`src/wake_cfg_map.svh`:
```
// Constants for the wake and interface configuration register.
// Assumes a 16-bit management register file addressed by 5-bit register number.
`ifndef WAKE_CFG_MAP_SVH
`define WAKE_CFG_MAP_SVH

`define CFG1_ADDR            5'h12
`define CFG1_BIT_ROLE        15
`define CFG1_BIT_LOC_FWD     14
`define CFG1_BIT_REM_REACT   11
`define CFG1_BIT_LOC_REACT   10
`define CFG1_MODE_HI         9
`define CFG1_MODE_LO         8
`define CFG1_BIT_DRIVE       7
`define CFG1_BIT_CONFIRM     6
`define CFG1_BIT_LPS_DIS     5
`define CFG1_BIT_ACK         4
`define CFG1_BIT_REM_FWD     2
`define CFG1_BIT_AUTO_PWD    1
`define CFG1_BIT_LPS_ACTIVE  0
// Writable-bit mask: reserved 13:12 and 3 excluded
`define CFG1_WMASK           16'hcff7
// Fixed reset bits (strap fields zero here): 14, 11, 10, 0
`define CFG1_RST_FIXED       16'h4c01
// Wake detection activation time in ns and its cycle count at 40 MHz
`define WAKE_DET_TIME_NS     1000
`define CLK_PERIOD_NS        25
`define WAKE_DET_CYCLES      ((`WAKE_DET_TIME_NS + `CLK_PERIOD_NS - 1) / `CLK_PERIOD_NS)

`endif

```
`src/wake_cfg_pkg.sv`:
```
// Types for the wake and interface configuration register.
// Assumes the map header for numeric constants.
package wake_cfg_pkg;
  typedef enum logic [1:0]
  {
    HOST_MII        = 2'h0,
    HOST_RMII_IN50  = 2'h1,
    HOST_RMII_OUT25 = 2'h2,
    HOST_REV_MII    = 2'h3
  } host_if_e;

  typedef enum logic [1:0]
  {
    ARM_IDLE = 2'h0,
    ARM_WAIT = 2'h1,
    ARM_LIVE = 2'h3
  } arm_state_e;
endpackage

```
`src/wake_arm_if.sv`:
```
// Carrier between the register bank and the wake arming timer.
// Assumes one clock domain.
`timescale 1ns/100ps
interface wake_arm_if;
  logic react_en;
  logic armed;
  modport bank  (output react_en, input armed);
  modport timer (input react_en, output armed);
endinterface

```
`src/wake_arm_timer.sv`:
```
// Local wake arming timer: detection goes live a fixed time after enable.
// Assumes synchronous active-high reset.
`include "wake_cfg_map.svh"
`timescale 1ns/100ps
module wake_arm_timer
  import wake_cfg_pkg::*;
(
  input  wire logic   clk_in,
  input  wire logic   sys_rst_in,
  wake_arm_if.timer   arm
);
  localparam int      CNT_MAX = `WAKE_DET_CYCLES;
  arm_state_e         state_q, state_d;
  logic [7:0]         cnt_q, cnt_d;

  always_comb
  begin
    state_d = state_q;
    cnt_d   = cnt_q;
    case (state_q)
      ARM_IDLE:
      begin
        cnt_d = 8'h00;
        if (arm.react_en)
          state_d = ARM_WAIT;
      end
      ARM_WAIT:
      begin
        if (!arm.react_en)
          state_d = ARM_IDLE;
        else if (cnt_q == 8'(CNT_MAX - 1))
          state_d = ARM_LIVE;
        else
          cnt_d = cnt_q + 8'h01;
      end
      ARM_LIVE:
        if (!arm.react_en)
          state_d = ARM_IDLE;
      default:
        state_d = ARM_IDLE;
    endcase
  end

  always_ff @(posedge clk_in)
  begin
    if (sys_rst_in)
    begin
      state_q <= ARM_IDLE;
      cnt_q   <= 8'h00;
    end
    else
    begin
      state_q <= state_d;
      cnt_q   <= cnt_d;
    end
  end

  assign arm.armed = (state_q == ARM_LIVE);
endmodule // wake_arm_timer

```
`src/wake_cfg_reg.sv`:
```
// Wake and interface configuration register with its decoded controls.
// Assumes a management front end giving single-cycle write and read strobes.
`include "wake_cfg_map.svh"
`timescale 1ns/100ps
module wake_cfg_reg
  import wake_cfg_pkg::*;
(
  input  wire logic              clk_in,
  input  wire logic              sys_rst_in,
  input  wire logic [4:0]        reg_addr_in,
  input  wire logic              reg_wr_in,
  input  wire logic [15:0]       reg_wdata_in,
  input  wire logic              reg_rd_in,
  input  wire logic              strap_master_in,
  input  wire wake_cfg_pkg::host_if_e strap_host_if_in,
  input  wire logic              local_wake_in,
  input  wire logic              remote_wake_in,
  input  wire logic              sleep_req_mode_in,
  input  wire logic              traffic_in,
  output logic [15:0]            reg_rdata_out,
  output logic                   reg_rvalid_out,
  output logic                   master_role_out,
  output wake_cfg_pkg::host_if_e host_if_out,
  output logic                   ref_clk_out_en_out,
  output logic                   reduced_drive_out,
  output logic                   sleep_peer_confirm_required_out,
  output logic                   low_power_symbol_disable_out,
  output logic                   sleep_ack_timer_run_out,
  output logic                   auto_pwd_out,
  output logic                   lps_active_out,
  output logic                   local_wake_event_out,
  output logic                   remote_wake_event_out,
  output logic                   local_wake_forward_out,
  output logic                   remote_wake_forward_out,
  output logic                   traffic_return_normal_out
);
  import wake_cfg_pkg::*;

  // ---------------------------------------------------------------
  // Register storage
  // ---------------------------------------------------------------
  logic [15:0] cfg_q, cfg_d;
  logic        strap_done_q, strap_done_d;
  logic [15:0] rdata_q, rdata_d;
  logic        rvalid_q, rvalid_d;
  logic        hit;
  wake_arm_if  arm ();

  assign hit = (reg_addr_in == `CFG1_ADDR);

  always_comb
  begin
    cfg_d        = cfg_q;
    strap_done_d = 1'b1;
    rdata_d      = rdata_q;
    rvalid_d     = reg_rd_in;
    if (!strap_done_q)
    begin
      cfg_d[`CFG1_BIT_ROLE]                 = strap_master_in;
      cfg_d[`CFG1_MODE_HI:`CFG1_MODE_LO]    = strap_host_if_in;
    end
    else if (reg_wr_in && hit)
      cfg_d = reg_wdata_in & `CFG1_WMASK;
    if (reg_rd_in)
      rdata_d = hit ? (cfg_q & `CFG1_WMASK) : 16'h0000;
  end

  always_ff @(posedge clk_in)
  begin
    if (sys_rst_in)
    begin
      cfg_q        <= `CFG1_RST_FIXED;
      strap_done_q <= 1'b0;
      rdata_q      <= 16'h0000;
      rvalid_q     <= 1'b0;
    end
    else
    begin
      cfg_q        <= cfg_d;
      strap_done_q <= strap_done_d;
      rdata_q      <= rdata_d;
      rvalid_q     <= rvalid_d;
    end
  end

  // ---------------------------------------------------------------
  // Local wake arming
  // ---------------------------------------------------------------
  // local reaction enable feeds arming
  assign arm.react_en = cfg_q[`CFG1_BIT_LOC_REACT];
  wake_arm_timer u_arm
  (
    .clk_in     (clk_in),
    .sys_rst_in (sys_rst_in),
    .arm        (arm)
  );

  // ---------------------------------------------------------------
  // Decoded controls, all registered
  // ---------------------------------------------------------------
  logic [15:0] ctl_q, ctl_d;
  host_if_e    host_q, host_d;

  always_comb
  begin
    ctl_d  = 16'h0000;
    ctl_d[0]  = cfg_q[`CFG1_BIT_ROLE];
    host_d    = host_if_e'(cfg_q[`CFG1_MODE_HI:`CFG1_MODE_LO]);
    ctl_d[1]  = (host_d == HOST_RMII_OUT25);
    ctl_d[2]  = cfg_q[`CFG1_BIT_DRIVE];
    ctl_d[3]  = cfg_q[`CFG1_BIT_CONFIRM];
    ctl_d[4]  = cfg_q[`CFG1_BIT_LPS_DIS];
    ctl_d[5]  = cfg_q[`CFG1_BIT_ACK];
    ctl_d[6]  = cfg_q[`CFG1_BIT_AUTO_PWD];
    ctl_d[7]  = cfg_q[`CFG1_BIT_LPS_ACTIVE];
    // local wake gated and armed
    // Bit 10 gates directly: the timer leaves its live state one cycle late
    ctl_d[8]  = local_wake_in && arm.armed && cfg_q[`CFG1_BIT_LOC_REACT];
    ctl_d[9]  = remote_wake_in && cfg_q[`CFG1_BIT_REM_REACT];
    ctl_d[10] = local_wake_in && arm.armed && cfg_q[`CFG1_BIT_LOC_REACT]
                && cfg_q[`CFG1_BIT_LOC_FWD];
    ctl_d[11] = remote_wake_in && cfg_q[`CFG1_BIT_REM_REACT] && cfg_q[`CFG1_BIT_REM_FWD];
    // traffic return only with timer off
    ctl_d[12] = sleep_req_mode_in && traffic_in && !cfg_q[`CFG1_BIT_ACK];
  end

  always_ff @(posedge clk_in)
  begin
    if (sys_rst_in)
    begin
      ctl_q  <= 16'h0000;
      host_q <= HOST_MII;
    end
    else
    begin
      ctl_q  <= ctl_d;
      host_q <= host_d;
    end
  end

  assign reg_rdata_out                   = rdata_q;
  assign reg_rvalid_out                  = rvalid_q;
  assign master_role_out                 = ctl_q[0];
  assign host_if_out                     = host_q;
  assign ref_clk_out_en_out              = ctl_q[1];
  assign reduced_drive_out               = ctl_q[2];
  assign sleep_peer_confirm_required_out = ctl_q[3];
  assign low_power_symbol_disable_out    = ctl_q[4];
  assign sleep_ack_timer_run_out         = ctl_q[5];
  assign auto_pwd_out                    = ctl_q[6];
  assign lps_active_out                  = ctl_q[7];
  assign local_wake_event_out            = ctl_q[8];
  assign remote_wake_event_out           = ctl_q[9];
  assign local_wake_forward_out          = ctl_q[10];
  assign remote_wake_forward_out         = ctl_q[11];
  assign traffic_return_normal_out       = ctl_q[12];
endmodule // wake_cfg_reg

```
`config.mk`:
```
export PLATFORM = sky130hd
export DESIGN_NAME = wake_cfg_reg
export DESIGN_NICKNAME = d
export VERILOG_FILES = /design/src/wake_cfg_pkg.sv /design/src/wake_arm_if.sv /design/src/wake_arm_timer.sv /design/src/wake_cfg_reg.sv
export VERILOG_INCLUDE_DIRS = /design/src /design/src/src
export SDC_FILE = /design/constraint.sdc
export NUM_CORES = 1
export LEC_CHECK = 0
export ABC_AREA = 0
export BUFFER_PORTS_ARGS = -buffer_cell sky130_fd_sc_hd__buf_2
export CORE_ASPECT_RATIO = 1.1
export CORE_MARGIN = 1.5
export CORE_UTILIZATION = 53
export CTS_CLUSTER_DIAMETER = 40
export DETAILED_ROUTE_END_ITERATION = 6
export PLACE_DENSITY_LB_ADDON = 0.2
export REMOVE_ABC_BUFFERS = 1
export SLEW_MARGIN = 20
export SYNTH_ARGS = -nofsm -noshare
export SYNTH_HDL_FRONTEND = slang
export SYNTH_SLANG_ARGS = --single-unit
```
`constraint.sdc`:
```
create_clock -name clk_in -period 4.1 [get_ports clk_in]
set_clock_uncertainty 0.15 [all_clocks]
set_input_delay 0 -clock clk_in [delete_from_list [all_inputs] [get_ports clk_in]]
set_output_delay 0 -clock clk_in [all_outputs]
set_load 0.03 [all_outputs]
```
======== After elaboration in Yosys (flattened, before gate mapping) ========
Cells that the tools add are included.
word-level totals
  word-level logic and storage cells ...... 48
  output and inout bits ................... 32
  flip-flop bits (word level) ............. 56
cells by class
  equal/unequal tests ..................... 11
  multiplexer cells ....................... 13
  add/subtract/negate cells ............... 1
  reduce and logical (&&, ||, !) cells .... 14
operator list
  kind                                                   count
  two-way mux 16 bit                                     2
  two-way mux 8 bit                                      2
  one-hot mux 8 bit (2 select lines)                     1
  two-way mux 2 bit                                      5
  adder 8 x 1 -> 8 bit, second input constant            1
  == test 8 x 6 -> 1 bit, second input constant          1
  logical AND 1 bit                                      8
  inequality test 2 bit, second input constant           4
  one-hot mux 2 bit (3 select lines)                     1
  AND reduction 3 bit                                    2
  == test 5 bit, second input constant                   1
  == test 2 bit, second input constant                   2
  inequality test 3 x 2 -> 1 bit, second input constant  1
  == test 2 x 1 -> 1 bit, second input constant          1
  zero test 2 bit                                        1
  two-way mux 1 bit                                      2
  inequality test 2 x 1 -> 1 bit, second input constant  1
  AND reduction 2 bit                                    1
  nonzero test 2 bit                                     1
  zero test 1 bit                                        1

======== Depth between registers and ports, before layout ========
Gate-level depths: netlist (run 1).
  word-level depth ........................ 4
  gate-level depth with buffers ........... 6
  mapped depth without buffers ............ 5

======== Modules after synthesis ========
From an unflattened synthesis (run 1), not the netlist that was laid out.
second synthesis, totals
  cells, all modules ...................... 227
  area, all modules ....................... 2150.8 µm²
modules (own cells, without submodules)
  module          times used  cells an instance  area an instance (µm²)  seq. area each (µm²)
  wake_cfg_reg    1           158                1605.3                  860.8
  wake_arm_timer  1           69                 545.5                   200.2

======== Least setup slack after synthesis (run 1) ========
OpenSTA, ideal clock, no wires.
  path kind ............................... register to register
  start ................................... register u_arm.cnt_q[0]
  end ..................................... register u_arm.cnt_q[3]
  data required time ...................... 3.827 ns
  setup slack ............................. 2.456 ns
  arrival ................................. 1.371 ns
  setup time .............................. 0.123 ns
  stages on the path, launching flop included .. 6
  buffers on the path ..................... 0
  path through ............................ dfxtp_1 -> ha_1 -> and4b_4 -> a211oi_2 -> nand4_1 -> mux2_1
between the ends
  word-level cells in the longest chain between the ends .. 4
  elaborated cells on any way between the ends .. 7
  those cells by class .................... add/sub: 1; eq/ne: 2; mux: 3; reduce/logical: 1
RTL lines
  item                                line                  source
  start: declaration                  wake_arm_timer.sv:14  logic [7:0] cnt_q, cnt_d;
  start signal: assignment            wake_arm_timer.sv:54  cnt_q <= cnt_d;
  adder 8 x 1 -> 8 bit                wake_arm_timer.sv:34  cnt_d = cnt_q + 8'h01;
  two-way mux 8 bit                   wake_arm_timer.sv:31  else if (cnt_q == 8'(CNT_MAX - 1))
  two-way mux 8 bit                   wake_arm_timer.sv:29  if (!arm.react_en)
  one-hot mux 8 bit (2 select lines)  wake_arm_timer.sv:20  case (state_q)
Several ways; a longest one is shown, not always the timed one. The select of a mux whose other input is x is not followed.
A chain may end at the register's enable or synchronous reset.

======== Final worst setup path (run 1) ========
Same ends and word-level chain as after synthesis.

==> metrics.txt, run 1 <==
CTS tree=yes; post-CTS sizing=0; die width=61.4 um; Die Ht=67.2 um; Core Region=3630 um^2; CTS root buf=clkbuf_8; status=finished clean; Power Dens Cells=349 nW/um^2; post-route ant nets=0; grt total ovfl=0; worst r2r path cells=5; vias in the first global route=1509; VDD IR max=0.201 mV; Seq cells post-synth=53; Via density=4.98; Max Cap Viol=0; routed len/inst=11.9 um; worst r2r src=u_arm.cnt_q[0]; Post-Place Worst Slack=2320 ps; worst path buffer plus inverter count=0; Cell Rows=23; most frequent cells in the layout=buf_2 (57), dfxtp_1 (53), nor2_1 (33); clock power share=32.9%; Design Area, Final=2570 um^2; fin worst setup slack=2320 ps; Worst Path Required=4150 ps; first-pass GRT wire length=6450 um; # diodes=0; hold_sp=sys_rst_in; crit-path leading delay family=flip-flops; slew at the pin closest to its max-slew limit=767 ps; FF-to-FF setup slack=2320 ps; critical path, cell by cell=ha_1, and4b_4, a211oi_2, nand4_1, mux2_1; DRT Pass-1 Iters=4; synth unique cells=37; Worst Hold Endpoint=reg_rdata_out[10]; Max Fclk=563 MHz; H-tree levels=2; combinational power share=8.1%; Seq/Total Area, Yosys=53.4%; switching part of the total=23.9%; min Tclk post-route=1780 ps; antenna violations before repair=0; RSZ-0062 raised after global routing=false; most common cell after layout, fill and taps aside=buf_2; internal power=683 uW; Final Max Tran Viols=0; placed cell areas=2270 um^2; DRT Wirelength=3930 um; Top-Level Pins=64; Setup TNS=0 ps; clock latency on the worst-skew pair=300 ps; Setup-failing EPs final=0; largest net degree at the start of global routing=45; slowest stage cell, crit path=dfxtp_1; Seq pwr share=59.0%; Setup crit end kind=flip-flop; total die area=4130 um^2; CP Max Fanout=5; Crit Path Class=reg -> reg; Clock Sinks=53; GP Congestion=0.839; FILL cells=300; clock-pin slew on the worst setup and hold paths=100 ps; PortBufs=57; DP HPWL=2540 um; DR iter-0 viols=56; Initial Utilization=54.8%; synthesized area=1990 um^2; Mean Syn Cell Area=9.65 um^2; Hold Vio Cnt, Final=0; Syn. warnings=0; share of cells above drive strength 1=26.0%; area grow syn2layout=29.5%; Worst Path Arrival=1820 ps; Slew HR=48.8%; drt drc=0; total CTS buffers=5; nets=313; FF-to-FF End=u_arm.cnt_q[3]; worst hold stages=2; leakage=0.00111 uW; via count=1649; gr usage total=20.5%; Critical Path Max Stage Delay=350 ps; worst min path class=in -> reg; beginning of the critical path=u_arm.cnt_q[0]; P_sw=215 uW; Overall Power=897 uW; Synth Instances=206; clk buf depth=2; fin crit share=43.3%; startpoint types=flip-flop
==> logic make-up after synthesis <==
group                    synth area share (%)
AND/OR/NAND/NOR                          25.7
flip-flops                               53.4
AO/OA/AOI/OAI                            8.37
multiplexers                             5.60
other                                   0.189
adder cells (fa/ha/maj)                 0.629
buffers and inverters                    4.34
XOR/XNOR                                 1.76
==> worst register-to-register path: cells and delay by family, from the launching register on <==
family,cells,cell delay [ps]
AND/OR/NAND/NOR,2,350
flip-flops,1,350
multiplexers,1,320
AO/OA/AOI/OAI,1,240
adder cells (fa/ha/maj),1,260
==> Yosys cell counts (all sizes together) <==
library cell   n  area share [%]
dfxtp         53              53
nor2          33             6.2
nor2b         26             8.3
a21oi         19             4.8
mux2i         10             5.0
buf            9             3.0
nand2          8             1.5
nor3           7             1.8
a211oi         5             2.1
clkbuf         4            0.75
xnor2          4             1.8
inv            3            0.57
nand4          3            0.94
nor4b          3             2.0
and2           2            0.63
and3           2            0.63
nand2b         2            0.63
o21ai          2            0.50
a311oi         1            0.44
and4           1            0.44
and4b          1            0.69
conb           1            0.19
ha             1            0.63
mux2           1            0.57
nand3          1            0.25
nor3b          1            0.63
nor4           1            0.63
nor4bb         1            0.50
o211a          1            0.50
==> flip-flops by register name, indices dropped and copies added (netlist names) <==
name and cells:
u_arm.state_q 2, cfg_q 13, strap_done_q 1, host_if_out 2, ctl_q 13, reg_rdata_out 13, u_arm.cnt_q 8, reg_rvalid_out 1
==> area by class of cell <==
class | instances | area (um^2) | area share (%)
Sequential cell | 53 | 1060 | 41.2
Multi-Input combinational cell | 139 | 848 | 33.0
Timing Repair Buffer | 78 | 495 | 19.3
Clock buffer | 5 | 68.8 | 2.67
Tap cell | 50 | 62.6 | 2.43
Clock inverter | 3 | 26.3 | 1.02
Inverter | 3 | 11.3 | 0.438
==> how the worst max path moves through the flow <==
stage                          end  slack, ps  depth (start not counted)
finish              u_arm.cnt_q[3]       2320                          5
global route        u_arm.cnt_q[3]       2180                          5
CTS                 u_arm.cnt_q[3]       2300                          5
detailed placement  u_arm.cnt_q[3]       2320                          5
global placement    u_arm.cnt_q[3]       2340                          5
floorplan           u_arm.cnt_q[3]       2460                          5
==> metrics by stage <==
step	hold WS, ps	instances	utilization [%]
2_1_floorplan	-80.9	195	-
3_3_place_gp	64.0	302	62.6
3_5_place_dp	76.6	302	62.6
4_1_cts	95.0	331	71.0
5_1_grt	118	331	71.0
6_report	98.6	331	71.0
==> timing repair <==
action	4_1_cts	5_1_grt
hold buffers	21	0
buffers inserted	0	0
endpoints found under the setup margin	0	0
endpoints found under the hold margin	19	0
==> power groups by stage <==
stage / sequential, uW / clock, uW / combinational (uW)
2_1_floorplan: 549 / 0 / 19.2
3_3_place_gp: 541 / 0 / 56.0
3_5_place_dp: 541 / 0 / 56.6
4_1_cts: 529 / 303 / 72.5
5_1_grt: 531 / 325 / 79.6
6_report: 529 / 295 / 72.8
==> layer usage <==
| metal | global-route usage, % | part of all wire (%) |
|---|---|---|
| met1 | 24.3 | 43 |
| met5 | 0 | 0 |
| met4 | 7.98 | 1.7 |
| met2 | 34.8 | 51 |
| met3 | 5.36 | 4.6 |
(Power assumes the default switching activity.)
==> run 2, diff against run 1 <==
CORE_UTILIZATION = 49   (was 53)
clock period = 1.7 ns   (was 4.1 ns; I/O delays follow)
==> run 2 against run 1 <==
Compared with the run above: global-route usage shrank 0.99 points; maximum frequency up 5.4%; core utilization decreased by 2.3 points; highest routed layer unchanged; critical path depth unchanged; power up 140%; flip-flop and latch count stayed put; die area up 7.8%.
==> metrics.txt, run 2 (same netlist as run 1, synthesis figures left out) <==
Max Cap Viol=0 (unchanged); PortBufs=57 (unchanged); fin crit share=99.2% (+56 points); post-route ant nets=0 (unchanged); Setup TNS=0 ps (unchanged); routed len/inst=12.0 um (+0.72%); Final Max Tran Viols=0 (unchanged); Hold Vio Cnt, Final=0 (unchanged); placed cells=314 (+4.0%); switching part of the total=22.9% (-1.1 points); antenna violations before repair=0 (unchanged); Clock Sinks=53 (unchanged); Worst Path Required=1740 ps (-2410 ps); FILL cells=336 (+12%); Overall Power=2140 uW (+140%); largest net degree at the start of global routing=27 (-40%); H-tree levels=2 (unchanged); CTS tree=yes; Power Dens Cells=792 nW/um^2 (+130%); placed cell areas=2360 um^2 (+4.0%); Core Region=3930 um^2 (+8.5%); Setup crit end kind=flip-flop; # diodes=0 (unchanged); gr usage total=19.5% (-0.99 points); Slew HR=64.1% (+15 points); most frequent cells in the layout=buf_2 (57), dfxtp_1 (52), nor2_1 (33); worst min path class=in -> reg; RSZ-0062 raised after global routing=true; Max Fclk=593 MHz (+5.4%); Crit Path Class=reg -> reg; crit-path leading delay family=flip-flops; startpoint types=flip-flop; die width=63.7 um (+3.8%); Die Ht=69.8 um (+3.8%); slew at the pin closest to its max-slew limit=539 ps (-229 ps); total die area=4450 um^2 (+7.8%); Cell Rows=24 (+4.3%); critical path, cell by cell=ha_4, and4b_4, a211oi_4, nand4_1, mux2_4; status=finished clean; DRT Pass-1 Iters=4 (unchanged); fin worst setup slack=13.7 ps (-2310 ps); worst path buffer plus inverter count=0 (unchanged); CTS root buf=clkbuf_8; area occupied by registers=1060 um^2 (+0.12%); internal power=1650 uW (+140%); Post-Place Worst Slack=19.2 ps (-2300 ps); post-layout instance count excluding filler cells=345 (+4.2%); most common cell after layout, fill and taps aside=buf_2; DRT Wirelength=4130 um (+5.0%); DP HPWL=2670 um (+5.4%); vias in the first global route=1509 (unchanged); slowest stage cell, crit path=dfxtp_2; drt drc=0 (unchanged); first-pass GRT wire length=6690 um (+3.6%); Seq pwr share=59.5% (+0.5 points); Top-Level Pins=64 (unchanged); GP Congestion=0.855 (+1.9%); min Tclk post-route=1690 ps (-90.9 ps); grt total ovfl=0 (unchanged); clock power share=31.3% (-1.6 points); Worst Path Arrival=1730 ps (-90 ps); Initial Utilization=50.5% (-4.3 points); via count=1652 (+0.18%); P_sw=490 uW (+130%); area grow syn2layout=35.9%; clk buf depth=2 (unchanged); Via density=4.79 (-3.9%); Design Area, Final=2700 um^2 (+5.0%); DR iter-0 viols=97 (+73%); Setup-failing EPs final=0 (unchanged); area occupied by multi-input gates=878 um^2 (+3.5%); total CTS buffers=5 (unchanged); leakage=0.00117 uW (+5.5%); Critical Path Max Stage Delay=350 ps (about the same); combinational power share=9.1% (+1.0 points); CP Max Fanout=4 (-1); share of cells above drive strength 1=29.4% (+3.4 points); VDD IR max=0.497 mV (+150%); clock latency on the worst-skew pair=300 ps (about the same); nets=325 (+3.8%); clock-pin slew on the worst setup and hold paths=90 ps (about the same)
## run 2: final cells by class
class                           instances  area share, %
Tap cell                               52           2.41
Timing Repair Buffer                   90           22.2
Clock buffer                            7           2.83
Multi-Input combinational cell        139           32.5
Inverter                                3          0.417
Clock inverter                          1          0.278
Sequential cell                        53           39.3
## run 2: what timing repair did
item | CTS | global route
pin swaps | 0 | 2
setup endpoints to repair | 1 | 1
gates resized for setup | 2 | 4
hold buffers | 22 | 0
setup buffers | 0 | 1
hold endpoints to repair | 28 | 0
## run 2: tightest hold or removal path, delay by kind of cell
| family | cells | cell delay, ps |
|---|---|---|
| buf+inv | 2 | 290 |
| simple gates | 1 | 140 |
## run 2: path summary, 6_finish.rpt
check,slack [ps],cells past startpoint,endpoint,start
setup / recovery,10,5,u_arm.cnt_q[3],u_arm.cnt_q[1]
hold / removal,20,3,reg_rvalid_out,reg_rd_in
setup reg to reg,10,5,u_arm.cnt_q[3],u_arm.cnt_q[1]
hold reg to reg,320,1,ctl_q[1],cfg_q[8]
## run 2: metal layers
metal	track usage, %	up-vias	wire [um]	part of all wire (%)
li1	-	856	-	-
met1	24.0	747	1950	47
met2	31.9	44	1920	46
met3	6.33	5	202	4.9
met4	6.52	0	54	1.3
met5	0	-	0	0
## run 2: power by group through the flow
stage               Sequential, uW  Combinational [uW]  Clock (uW)
finish                        1270                 196         671
global placement              1300                 152           0
floorplan                     1320                46.3           0
detailed placement            1300                 153           0
global route                  1280                 213         750
CTS                           1270                 194         693
## run 2: stage by stage
stage / hold slack [ps] / util (%)
after floorplan: -80.9 / -
after global placement: 86.4 / 60.0
after detailed placement: 96.0 / 60.0
after CTS: 16.6 / 68.0
after global routing: 27.0 / 68.7
final: 24.4 / 68.7
